## config.mk

```make
export PLATFORM = sky130hd
export DESIGN_NAME = switch_port_config_regs
export DESIGN_NICKNAME = d
export VERILOG_FILES = /design/src/pkg/swcfg_pkg.sv /design/src/rtl/range_store.sv /design/src/rtl/switch_port_config_regs.sv
export SDC_FILE = /design/constraint.sdc
export NUM_CORES = 2
export LEC_CHECK = 0
export BUFFER_PORTS_ARGS = -buffer_cell sky130_fd_sc_hd__buf_4
export CORE_ASPECT_RATIO = 2
export CORE_UTILIZATION = 37
export CTS_CLUSTER_SIZE = 16
export DETAILED_ROUTE_END_ITERATION = 16
export PLACE_DENSITY = 0.54
export SLEW_MARGIN = 20
export SYNTH_ARGS = -nofsm -noshare
export SYNTH_HDL_FRONTEND = slang
export SYNTH_SLANG_ARGS = --single-unit
```

## constraint.sdc

```tcl
create_clock -name clk -period 44.7 [get_ports clk]
set_clock_uncertainty 0.05 [all_clocks]
set_input_delay 2.235 -clock clk [delete_from_list [all_inputs] [get_ports clk]]
set_output_delay 2.235 -clock clk [all_outputs]
set_load 0.1 [all_outputs]
```

## src/pkg/swcfg_pkg.sv

```systemverilog
// constants for the switch port configuration register set
package swcfg_pkg;
  localparam int unsigned num_ports = 8;
  localparam logic [4:0] own_port = 5'h00;
  localparam logic is_primary = 1'b1;
  localparam int unsigned num_pairs = 4;
  localparam int unsigned num_ctrs = 12;
  localparam logic [7:0] off_cmd = 8'h00;
  localparam logic [7:0] off_mask = 8'h04;
  localparam logic [7:0] off_info = 8'h08;
  localparam logic [7:0] off_ctr = 8'h0c;
  localparam logic [7:0] off_range = 8'h10;
  localparam logic [7:0] cap_id = 8'h08;
  localparam logic [7:0] cap_next = 8'h00;
  localparam logic [4:0] cap_type = 5'h08;
  localparam int unsigned cmd_abort_bit = 7;
  localparam int unsigned cmd_flood_bit = 8;
  localparam int unsigned cmd_fatal_bit = 9;
  localparam int unsigned cmd_nonfatal_bit = 10;
  localparam int unsigned info_decode_bit = 5;
  localparam int unsigned info_cold_bit = 6;
  localparam int unsigned info_hotswap_bit = 22;
  localparam int unsigned info_hide_bit = 23;
  localparam logic [4:0] default_port_reset = 5'h01;
  localparam logic [3:0] ctr_index_reset = 4'h0;
  localparam logic [5:0] range_index_reset = 6'h00;
  localparam logic [31:0] mask_reset = 32'h0000_00ff;
  localparam logic [31:0] range_keep_mask = 32'hff00_0000;
  localparam logic [31:0] ctr_full = 32'hffff_ffff;
endpackage

```

## src/rtl/range_store.sv

```systemverilog
// storage for the indexed base/limit range words
`timescale 1ns/100ps
module range_store (
  input wire logic clk,
  input wire logic rst,
  input wire logic [5:0] addr,
  input wire logic wr,
  input wire logic [31:0] wdata,
  output logic [31:0] rdata
);
  import swcfg_pkg::*;
  logic [31:0] mem [0:4*num_pairs-1];
  logic [31:0] wmask;
  logic implemented;
  assign implemented = addr[5:2] < 4'(num_pairs);
  // base low keeps bit 0 as enable; limit low has no enable bit
  assign wmask = addr[0] ? 32'hffff_ffff
      : addr[1] ? range_keep_mask : (range_keep_mask | 32'h1);
  genvar i;
  generate
    for (i = 0; i < 4 * num_pairs; i++) begin : g_word
      always_ff @(posedge clk or posedge rst) begin
        if (rst) begin
          mem[i] <= 32'h0;
        end else if (wr && implemented && addr == 6'(i)) begin
          mem[i] <= wdata & wmask;
        end
      end
    end
  endgenerate
  always_ff @(posedge clk or posedge rst) begin
    if (rst) begin
      rdata <= 32'h0;
    end else if (!implemented) begin
      rdata <= addr[1] ? 32'h0 : 32'hffff_ffff;
    end else begin
      rdata <= mem[addr[3:0]];
    end
  end
endmodule

```

## src/rtl/switch_port_config_regs.sv

```systemverilog
// switch port configuration registers, counters and range decode
// Behaviour
// - nonfatal interrupt from abort flag only when its enable is set
// - capability type field reads hardwired constant 01000b
// - mask bit n lets port n receive; absent ports 0, own port 1
// - partition mask resets to ones in implemented positions
// - mask survives warm reset; takes effect after reset or link stop
// - secondary mask bits allow peer traffic and primary reachability
// - default port picks compat target or upstream destination
// - default port holds through warm reset, effective after event
// - decode off sends non-config requests to default port, abort if outside partition
// - decode on routes normally; never to compat port outside partition
// - cold reset select with bus reset cold-resets partition ports
// - cold reset select writable here; writes ignored while bus reset asserted
// - counter index selects counter; reserved reads 0; resets 0
// - range index selects range word; unimplemented base reads ones, limit 0; resets 0
// - hotswap status bit reads live pin level on secondary only, 0 on primary
// - hide bit on primary aborts configuration from internal bus
// - counter read returns then clears; counters saturate; test writes
// - counter index map: rx cmd, rx dword, tx cmd, tx dword
// - command counters count packets, dword counters add dwords
// - 64-bit base/limit, 16 MB grain, bit0 enable, limit low ones
// - index low bits pick word, high bits pick pair; absent pairs fixed
// - abort flag set by posted abort, cleared by writing one
`timescale 1ns/100ps
module switch_port_config_regs (
  input wire logic clk,
  input wire logic rst,
  input wire logic warm_rst,
  input wire logic [7:0] cfg_addr,
  input wire logic cfg_rd,
  input wire logic cfg_wr,
  input wire logic [31:0] cfg_wdata,
  input wire logic cfg_from_fabric,
  output logic [31:0] cfg_rdata,
  output logic cfg_master_abort,
  input wire logic posted_abort,
  input wire logic sec_bus_reset,
  input wire logic link_stop_event,
  input wire logic hotswap_pin,
  input wire logic [2:0] rx_cmd,
  input wire logic [2:0] tx_cmd,
  input wire logic [4:0] rx_dwords,
  input wire logic [4:0] tx_dwords,
  input wire logic req_valid,
  input wire logic req_is_cfg,
  input wire logic req_compat,
  input wire logic [63:0] req_addr,
  input wire logic [4:0] req_target,
  output logic [4:0] req_dest,
  output logic req_abort,
  output logic req_in_range,
  output logic [31:0] active_mask,
  output logic [4:0] active_default_port,
  output logic nonfatal_irq,
  output logic cold_reset_out,
  output logic power_good_n
);
  import swcfg_pkg::*;

  typedef enum logic [2:0] {
    st_idle = 3'b001,
    st_hold = 3'b010,
    st_release = 3'b100
  } cold_e;

  cold_e state, next_state;
  logic [31:0] part_mask;
  logic [4:0] default_port;
  logic decode_en, cold_select, hide;
  logic [3:0] ctr_index;
  logic [5:0] range_index;
  logic abort_flag, flood_en, fatal_en, nonfatal_en;
  logic [31:0] ctr [0:num_ctrs-1];
  logic [31:0] range_rdata;
  logic [31:0] base_lo [0:num_pairs-1];
  logic [31:0] base_hi [0:num_pairs-1];
  logic [31:0] lim_lo [0:num_pairs-1];
  logic [31:0] lim_hi [0:num_pairs-1];
  logic bus_reset_q;

  // decode of the access
  wire access_blocked = hide && is_primary && cfg_from_fabric;
  wire wr_ok = cfg_wr && !access_blocked;
  wire rd_ok = cfg_rd && !access_blocked;
  wire wr_cmd = wr_ok && cfg_addr == off_cmd;
  wire wr_mask = wr_ok && cfg_addr == off_mask;
  wire wr_info = wr_ok && cfg_addr == off_info;
  wire wr_ctr = wr_ok && cfg_addr == off_ctr;
  wire wr_range = wr_ok && cfg_addr == off_range;
  wire rd_ctr = rd_ok && cfg_addr == off_ctr;
  wire ctr_valid = ctr_index < 4'(num_ctrs);
  wire cold_start = sec_bus_reset && !bus_reset_q && cold_select;
  wire apply_event = link_stop_event || state == st_release;
  wire any_reset = warm_rst || cold_start;

  // implemented port positions, own port forced on, absent forced off
  wire [31:0] mask_fixed = (part_mask & mask_reset)
      | (32'h1 << own_port);

  wire [31:0] cmd_word = {cap_type, nonfatal_en, fatal_en, flood_en,
      abort_flag, 7'h00, 16'h0000};
  wire [31:0] info_word = {8'h00, hide & is_primary,
      hotswap_pin & ~is_primary, range_index, 4'h0, ctr_index, 1'b0,
      cold_select, decode_en & is_primary, default_port};
  wire [31:0] ctr_word = ctr_valid ? ctr[ctr_index] : 32'h0;

  logic [31:0] rd_mux;
  always_comb begin
    case (cfg_addr)
      off_cmd: rd_mux = {cmd_word[31:16], cap_next, cap_id};
      off_mask: rd_mux = mask_fixed;
      off_info: rd_mux = info_word;
      off_ctr: rd_mux = ctr_word;
      off_range: rd_mux = range_rdata;
      default: rd_mux = 32'h0;
    endcase
  end

  range_store u_ranges (
    .clk(clk),
    .rst(rst),
    .addr(range_index),
    .wr(wr_range),
    .wdata(cfg_wdata),
    .rdata(range_rdata)
  );

  // shadow copies of range words for decode; same masking
  wire [3:0] pair_sel = range_index[5:2];
  genvar p;
  generate
    for (p = 0; p < num_pairs; p++) begin : g_pair
      always_ff @(posedge clk or posedge rst) begin
        if (rst) begin
          base_lo[p] <= 32'h0;
          base_hi[p] <= 32'h0;
          lim_lo[p] <= 32'h0;
          lim_hi[p] <= 32'h0;
        end else if (wr_range && pair_sel == 4'(p)) begin
          case (range_index[1:0])
            2'h0: base_lo[p] <= cfg_wdata & (range_keep_mask | 32'h1);
            2'h1: base_hi[p] <= cfg_wdata;
            2'h2: lim_lo[p] <= cfg_wdata & range_keep_mask;
            default: lim_hi[p] <= cfg_wdata;
          endcase
        end
      end
    end
  endgenerate

  // range hit: limit low bits treated as ones, base above limit misses
  logic hit;
  always_comb begin
    hit = 1'b0;
    for (int k = 0; k < num_pairs; k++) begin
      if (base_lo[k][0]
          && req_addr >= {base_hi[k], base_lo[k][31:24], 24'h0}
          && req_addr <= {lim_hi[k], lim_lo[k][31:24], 24'hffffff}) begin
        hit = 1'b1;
      end
    end
  end

  // routing decision
  // routing sees only the loaded mask, never a freshly written one
  wire dest_ok = active_mask[req_target];
  wire def_ok = active_mask[active_default_port];
  logic [4:0] next_dest;
  logic next_abort;
  always_comb begin
    next_dest = req_target;
    next_abort = 1'b0;
    if (is_primary && !decode_en && !req_is_cfg) begin
      next_dest = active_default_port;
      next_abort = !def_ok;
    end else if (req_compat && is_primary) begin
      next_dest = active_default_port;
      next_abort = !def_ok;
    end else begin
      next_abort = !dest_ok;
    end
  end

  // cold reset sequencing of partition ports
  always_comb begin
    case (state)
      st_idle: next_state = cold_start ? st_hold : st_idle;
      st_hold: next_state = sec_bus_reset ? st_hold : st_release;
      st_release: next_state = st_idle;
      default: next_state = st_idle;
    endcase
  end

  always_ff @(posedge clk or posedge rst) begin
    if (rst) begin
      state <= st_idle;
      bus_reset_q <= 1'b0;
      cold_reset_out <= 1'b0;
      power_good_n <= 1'b0;
    end else begin
      state <= next_state;
      bus_reset_q <= sec_bus_reset;
      cold_reset_out <= next_state != st_idle;
      power_good_n <= next_state == st_hold;
    end
  end

  // cold-reset-only fields
  always_ff @(posedge clk or posedge rst) begin
    if (rst) begin
      part_mask <= mask_reset;
      default_port <= default_port_reset;
      hide <= 1'b0;
      abort_flag <= 1'b0;
    end else begin
      if (wr_mask) begin
        part_mask <= cfg_wdata & mask_reset;
      end
      if (wr_info) begin
        default_port <= cfg_wdata[4:0];
        hide <= cfg_wdata[info_hide_bit] & is_primary;
      end
      if (posted_abort) begin
        abort_flag <= 1'b1;
      end else if (wr_cmd && cfg_wdata[16 + cmd_abort_bit]) begin
        abort_flag <= 1'b0;
      end
    end
  end

  // warm-reset fields
  always_ff @(posedge clk or posedge rst) begin
    if (rst) begin
      decode_en <= 1'b0;
      cold_select <= 1'b0;
      ctr_index <= ctr_index_reset;
      range_index <= range_index_reset;
      flood_en <= 1'b0;
      fatal_en <= 1'b0;
      nonfatal_en <= 1'b0;
    end else if (warm_rst) begin
      decode_en <= 1'b0;
      cold_select <= 1'b0;
      ctr_index <= ctr_index_reset;
      range_index <= range_index_reset;
      flood_en <= 1'b0;
      fatal_en <= 1'b0;
      nonfatal_en <= 1'b0;
    end else begin
      if (wr_info) begin
        decode_en <= cfg_wdata[info_decode_bit] & is_primary;
        if (!sec_bus_reset) begin
          cold_select <= cfg_wdata[info_cold_bit];
        end
        ctr_index <= cfg_wdata[11:8];
        range_index <= cfg_wdata[21:16];
      end
      if (wr_cmd) begin
        flood_en <= cfg_wdata[16 + cmd_flood_bit];
        fatal_en <= cfg_wdata[16 + cmd_fatal_bit];
        nonfatal_en <= cfg_wdata[16 + cmd_nonfatal_bit];
      end
    end
  end

  // performance counters: index 0-2 rx cmd, 3-5 rx dw, 6-8 tx cmd, 9-b tx dw
  genvar c;
  generate
    for (c = 0; c < num_ctrs; c++) begin : g_ctr
      localparam int ch = c % 3;
      localparam bit is_dw = (c / 3) % 2 == 1;
      localparam bit is_tx = c >= 6;
      wire ev = is_tx ? tx_cmd[ch] : rx_cmd[ch];
      wire [31:0] inc = !ev ? 32'h0 : !is_dw ? 32'h1 :
          {27'h0, is_tx ? tx_dwords : rx_dwords};
      wire [32:0] sum = {1'b0, ctr[c]} + {1'b0, inc};
      always_ff @(posedge clk or posedge rst) begin
        if (rst) begin
          ctr[c] <= 32'h0;
        end else if (warm_rst) begin
          ctr[c] <= 32'h0;
        end else if (wr_ctr && ctr_index == 4'(c)) begin
          ctr[c] <= cfg_wdata;
        end else if (rd_ctr && ctr_index == 4'(c)) begin
          ctr[c] <= inc;
        end else begin
          ctr[c] <= sum[32] ? ctr_full : sum[31:0];
        end
      end
    end
  endgenerate

  // registered outputs
  always_ff @(posedge clk or posedge rst) begin
    if (rst) begin
      cfg_rdata <= 32'h0;
      cfg_master_abort <= 1'b0;
      active_mask <= mask_reset | (32'h1 << own_port);
      active_default_port <= default_port_reset;
      req_dest <= 5'h0;
      req_abort <= 1'b0;
      req_in_range <= 1'b0;
      nonfatal_irq <= 1'b0;
    end else begin
      cfg_rdata <= rd_ok ? rd_mux : 32'h0;
      cfg_master_abort <= (cfg_rd || cfg_wr) && access_blocked;
      if (any_reset || apply_event) begin
        active_mask <= mask_fixed;
        active_default_port <= default_port;
      end
      req_dest <= req_valid ? next_dest : 5'h0;
      req_abort <= req_valid && next_abort;
      req_in_range <= req_valid && decode_en && hit;
      nonfatal_irq <= abort_flag && nonfatal_en;
    end
  end
endmodule

```

# Word level (Yosys, flattened, before mapping)
# Cells that the tools add are included.
# Widths: inputs -> output; s select.
op_classes:
  add_sub_neg: 12
  n_lt_le_gt_ge: 14
  n_eq_ne: 41
  mux: 106
  n_bitwise: 4
  reduce_logical: 107
ops:
  columns: ["cell", "n"]
  rows:
  - ["$mux 32", 57]
  - ["$bmux 32 s4", 2]
  - ["$ge 64x64->1", 4]
  - ["$le 64x64->1", 4]
  - ["$add 32x1->33", 6]
  - ["$add 32x5->33", 6]
  - ["$pmux 32 s5", 1]
  - ["$logic_and 1x1->1", 71]
  - ["$eq 6x4->1 const B", 8]
  - ["$mux 5", 9]
  - ["$reduce_and 2->1", 17]
  - ["$and 32x32->32", 1]
  - ["$mux 1", 28]
  - ["$eq 6x3->1 const B", 4]
  - ["$eq 4x2->1 const B", 4]
  - ["$eq 4x3->1 const B", 4]
  - ["$eq 4x4->1 const B", 4]
  - ["$eq 8x4->1 const B", 2]
  - ["$eq 6x2->1 const B", 2]
  - ["$lt 5x6->1 const B", 2]
  - ["$mux 6", 2]
  - ["$bmux 1 s5", 2]
  - ["$ge 5x5->1 const B", 2]
  - ["$not 4->5", 2]
  - ["other kinds (26)", 40]
totals:
  register_bits: 1341
  in_bits: 138
  output_inout_bits: 80
  elab_cells: 352

# Longest topological paths before layout
logic_depth:
  ltp_word: 8
  mapped_depth: 14
  depth_no_buf: 13

# Modules after synthesis
# Synthesis repeated with hierarchy kept, for this count alone.
hier_totals:
  hier_cells: 6979
  area_unflattened_um2: 73430.4
modules_own_cells:
  columns: ["mod", "instances", "cells_per_inst", "area_per_inst_um2", "seq_area_each_um2"]
  rows:
  - ["switch_port_config_regs", 1, 5506, 50224.4, 19940.4]
  - ["range_store", 1, 1473, 23206.0, 13613.1]

# Least setup slack after synthesis
# No wires, ideal clock.
synth_timing:
  path_kind: "input port to flip-flop"
  startpoint: "in rx_dwords[0]"
  endpoint: "reg ctr[270] in the netlist's numbering"
  setup_ps: 83
  arrival_time_ps: 4819
  required_time_ps: 44567
  path_slack_ps: 39748
  path_stages: 13
  path_buffers: 1
  cell_sequence: "and2_1 ha_1 inv_1 fa_1 nor2b_1 o21ai_0 a21boi_1 o211ai_1 or3_1 nor2_1 buf_2 nor2_1 o22ai_1"
synth_between:
  elab_chain_len: 6
synth_rtl:
  columns: ["item", "line", "rtl"]
  rows:
  - ["start: declaration", "switch_port_config_regs.sv:43", "input wire logic [4:0] rx_dwords,"]
  - ["$mux 5", "switch_port_config_regs.sv:275", "wire [31:0] inc = !ev ? 32'h0 : !is_dw ? 32'h1 :"]
  - ["$add 32x5->33", "switch_port_config_regs.sv:277", "wire [32:0] sum = {1'b0, ctr[c]} + {1'b0, inc};"]
  - ["$mux 32", "switch_port_config_regs.sv:288", "ctr[c] <= sum[32] ? ctr_full : sum[31:0];"]
  - ["$mux 32", "switch_port_config_regs.sv:285", "end else if (rd_ctr && ctr_index == 4'(c)) begin"]
  - ["$mux 32", "switch_port_config_regs.sv:283", "end else if (wr_ctr && ctr_index == 4'(c)) begin"]
  - ["$mux 32", "switch_port_config_regs.sv:281", "end else if (warm_rst) begin"]
  - ["end signal: indexed assignment", "switch_port_config_regs.sv:284", "ctr[c] <= cfg_wdata;"]
  - ["end signal: indexed assignment", "switch_port_config_regs.sv:286", "ctr[c] <= inc;"]
  - ["end signal: indexed assignment", "switch_port_config_regs.sv:288", null]
  - ["end: declaration", "switch_port_config_regs.sv:74", "logic [31:0] ctr [0:num_ctrs-1];"]
# Every way passes these cells.
# A chain may end at the register's enable or synchronous reset.

# Worst setup path in the final report
layout_timing:
  startpoint: "in tx_cmd[1]"
  endpoint: "reg ctr[36] in the netlist's numbering"
layout_between:
  elab_chain_len: 6
layout_rtl:
  columns: ["item", "line", "rtl"]
  rows:
  - ["start: declaration", "switch_port_config_regs.sv:42", "input wire logic [2:0] tx_cmd,"]
  - ["$mux 5 *", "switch_port_config_regs.sv:275", null]
  - ["$add 32x5->33", "switch_port_config_regs.sv:277", null]
  - ["$mux 32", "switch_port_config_regs.sv:288", null]
  - ["$mux 32 *", "switch_port_config_regs.sv:285", null]
  - ["$mux 32 *", "switch_port_config_regs.sv:283", null]
  - ["$mux 32 *", "switch_port_config_regs.sv:281", null]
# Mark *: on every way between the ends. The rest lies on a longest branch, timed or not.

==> run summary <==
Final HPWL from detailed placement: 217,000 um. The routed wire length is 294,000 um, and the global-route met1 utilization is 0.293. The count of buffers added on input and output ports is 191. The first global-routing pass estimated 421,000 um of wire.

For this run, design rule violations remaining after detail routing come to 0. The cell area after technology mapping was 0.0719 sq mm. Entering global routing, the biggest net connects 184 pins. The run gives 1,340 as the number of sinks driven by the clock tree.

Yosys printed 0 warnings. The number of buffers on the longest clock path was 4. Clock tree synthesis selected as its root buffer the cell clkbuf_16.

The most utilized layer in the global route result was met2. The tools report the number of post-CTS setup repair buffers as 0. STA classifies the critical path startpoint as an input port. The fraction of synthesis flops using an asynchronous set or reset pin was 1.00; the minimum clock period was 6000 ps. The share of the synthesized area in the top cell type came out at 0.461. The count of pins over their slew limit came out at 0. The slew at the pin closest to its max-slew limit works out to 1350 ps.

Traced cell by cell, the critical path runs through buf_4 -> nand2_1 -> inv_1 -> ha_1 -> inv_1 -> fa_1 -> nor2b_1 -> o21a_1 -> o21ai_0 -> buf_4 -> a2111oi_2 -> nand3_1 -> nor2_1 -> nor2_1 -> a221oi_1. The tools report the number of iterations in the first detailed-routing pass as 9. Setup violations remaining at the end of the flow were counted as 0. The floorplan die area was 0.196 sq mm; the number of distinct library cell variants in the gate-level netlist after synthesis was 92. Row generation in the floorplan step produced 228 rows. The switching fraction of total power is 0.252.

During I/O placement, the number of pins put on the boundary was 218. The final design utilization was 0.419; the area of the core region was 0.193 sq mm. The net switching power of the design is 0.672 mW. Ranked by total cell area, the synthesized netlist is headed by dfrtp_1 (46%), mux4_2 (8.1%), nand2_1 (7.8%).

The final critical-path share of the clock period works out to 0.134. Routability-driven placement finished with a final weighted congestion of 0.988. For the required time of the critical path, the log shows 45,340 ps.

The cell area power density is 33.0 mW/mm^2. Internal power comes to 2.00 mW. Setup repair after global routing left no endpoint under its margin.

Along the worst path, the maximum fanout reaches 7. The flow ran to the end, and the final reports show no timing, DRC or antenna violations. The total routing resource utilization after global routing is 0.299. In this run the remaining antenna-violating nets after routing total 0. By startpoint and endpoint, the worst setup path is classified as in -> reg.

The run gives 58,600 as the total number of vias. For this run, the leading register cell type out of synthesis is dfrtp_1. TritonCTS built the clock tree.

Part of the power in registers: 0.461. STA classifies the critical path endpoint as a register. The final layout net count was 7,917; the number of vias per cell after detailed routing was 5.83. Of all cell types, the one taking the most synthesized area is dfrtp_1. The run gives 6640 ps as the signal arrival time at the worst endpoint.

For the final routed database, the setup TNS stands at 0 ps. The count of flip-flops with a built-in enable after synthesis works out to 0. Static timing analysis puts the maximum clock frequency at 167 MHz.

Across the run, the number of max-cap violations was 0. The via count of the first global-routing pass is 60,300, and the initial core utilization is 0.373. Met2 demand-to-capacity share in global routing: 0.533. The most common library cell in the layout ignoring fill and taps was nand2_1. The clock group share of total power was 0.477. Fraction of layout instances using a drive strength above 1: 0.127. The floorplan step set the die height to 625 um.

The share of total power in combinational logic is 0.062. After synthesis the netlist holds a flip-flop and latch count of 1,340. The tools report the relative max-transition margin as 0.0903.

The die is 314 um wide. The run gives 0 as the final global-route overflow total. The path class of the lowest-slack min-delay path is reg -> reg. The post-synthesis to final-layout area growth was 12.5%; the clock slew seen by the registers of the worst setup and hold paths was 60 ps.

Slowest stage cell on the critical path: nor2_1. The number of clock buffers added by TritonCTS is 144. Counting every instance in the synthesized netlist gives 7,368. The count of fill cells added during filler insertion was 18,800; the leakage power was 38.5 nW. The detailed router finished its first iteration with 4,713 violations. CTS built an H-tree with a depth of 4. The per-cell routed wire length came out at 29.2 um.

The top cell types in the final layout, fill and taps aside, are nand2_1 (1,486), dfrtp_1 (1,316), o21ai_0 (614). In this run, post-CTS hold repair placed 0 buffers. Clock latency on the worst-skew pair, taken at its later pin, is 830 ps. IR analysis of the VDD net gives a maximum drop of 0.0258 mV. In this run, post-CTS repair resized a total of 0 instances. The proportion of synthesized chip area in sequential cells was 0.467; the average cell area after synthesis was 9.75 sq um. Final-report hold violation count: 0.

The largest stage delay on the critical path works out to 840 ps. The logs give 0.0434 for the met3 global-route usage and 30 for the number of antenna violations at the first check in global routing.
[sequential cells by signal, indices dropped and copies added, names as in the netlist, 4 cells and up]
register             cells
active_default_port      5
active_mask              7
base_hi                128
base_lo                 36
cfg_rdata               32
ctr                    384
ctr_index                4
default_port             5
lim_hi                 128
lim_lo                  32
part_mask                7
range_index              6
req_dest                 5
u_ranges.mem           512
u_ranges.rdata          32
[cell usage after synthesis, types with 30 or more instances]
master,count
nand2_1,1493
dfrtp_1,1323
o21ai_0,616
inv_1,375
ha_1,362
nor2_1,345
clkbuf_1,327
a21oi_1,319
mux4_2,258
and2_1,212
nand3_1,179
xnor2_1,137
xor2_1,127
a211oi_1,118
nand4_1,117
and3_1,89
o22ai_1,78
a21o_1,75
nor2b_1,62
nor3_1,60
mux2i_1,57
nand2b_1,49
buf_2,48
nor4_1,42
o211ai_1,40
buf_1,38
or3_1,36
o221ai_1,31
buf_4,30
[metal layers]
| metal | part of all wire | vias to the layer above | wire [um] |
|---|---|---|---|
| li1 | - | 25800 | - |
| met1 | 0.32 | 29500 | 95300 |
| met2 | 0.51 | 2257 | 150000 |
| met3 | 0.051 | 1020 | 14900 |
| met4 | 0.12 | 10 | 33900 |
| met5 | 0.00023 | - | 69 |
[layout make-up]
cell class | instances | area (sq um) | share of cell area
inverter | 375 | 1420 | 0.0175
sequential | 1340 | 33600 | 0.415
multi-input combinational | 5229 | 35400 | 0.438
tap | 2530 | 3170 | 0.0391
timing repair buffer | 321 | 2480 | 0.0307
clock inverter | 46 | 594 | 0.00735
antenna | 13 | 32.5 | 0.000402
clock buffer | 198 | 4210 | 0.0521
[final timing paths]
check                                  start           endpoint  slack, ps  cells after the start
worst max-delay path               tx_cmd[1]            ctr[36]      38700                     15
worst min-delay path                state[2]           state[2]        410                      1
worst max register to register  ctr_index[0]           ctr[290]      39450                      6
worst min register to register      state[2]           state[2]        410                      1
max in group asynchronous                rst  u_ranges.mem[385]      39100                      6
min in group asynchronous                rst           ctr[124]       1490                      2
[worst max-delay path, delay by kind of cell]
family                   cells  cell delay, ps
AO/OA/AOI/OAI                4            1390
adder cells (fa/ha/maj)      2             630
AND/OR/NAND/NOR              5            1830
buffers and inverters        4             520
[power by group through the flow]
| stage | Combinational (mW) | Sequential [mW] | Clock (mW) |
|---|---|---|---|
| final | 0.166 | 1.23 | 1.27 |
| after global routing | 0.178 | 1.23 | 1.33 |
| after CTS | 0.166 | 1.23 | 1.29 |
| after detailed placement | 0.165 | 1.25 | 0 |
| after global placement | 0.162 | 1.25 | 0 |
| after floorplan | 0.0891 | 1.26 | 0 |
[logic make-up (layout without fill, tap and decap cells)]
group                      count (synthesis)  after routing  share of synthesized area
other                                      2             38                   0.000105
DFF                                     1340           1340                      0.467
muxes                                    339            339                     0.0926
AOI/OAI and AO/OA                       1459           1459                      0.121
buffers and inverters                    822            940                     0.0457
xor gates and xnor gates                 264            264                     0.0322
adders and majority gates                368            368                     0.0647
and+or+nand+nor                         2774           2774                      0.177
[per-stage QoR]
stage          hold slack (ps)  instances  cell area [sq um]  power (mW)  worst slack, ps
6_report                   412      10100              80900        2.67            38700
3_3_place_gp               384       9794              76000        1.41            37920
4_1_cts                    412      10000              80800        2.69            38730
5_1_grt                    436      10000              80800        2.74            38480
2_1_floorplan              372       7391              71900        1.35             4670
3_5_place_dp               399       9794              76000        1.42            37830
No activity file was read; power rests on OpenSTA's default activity.
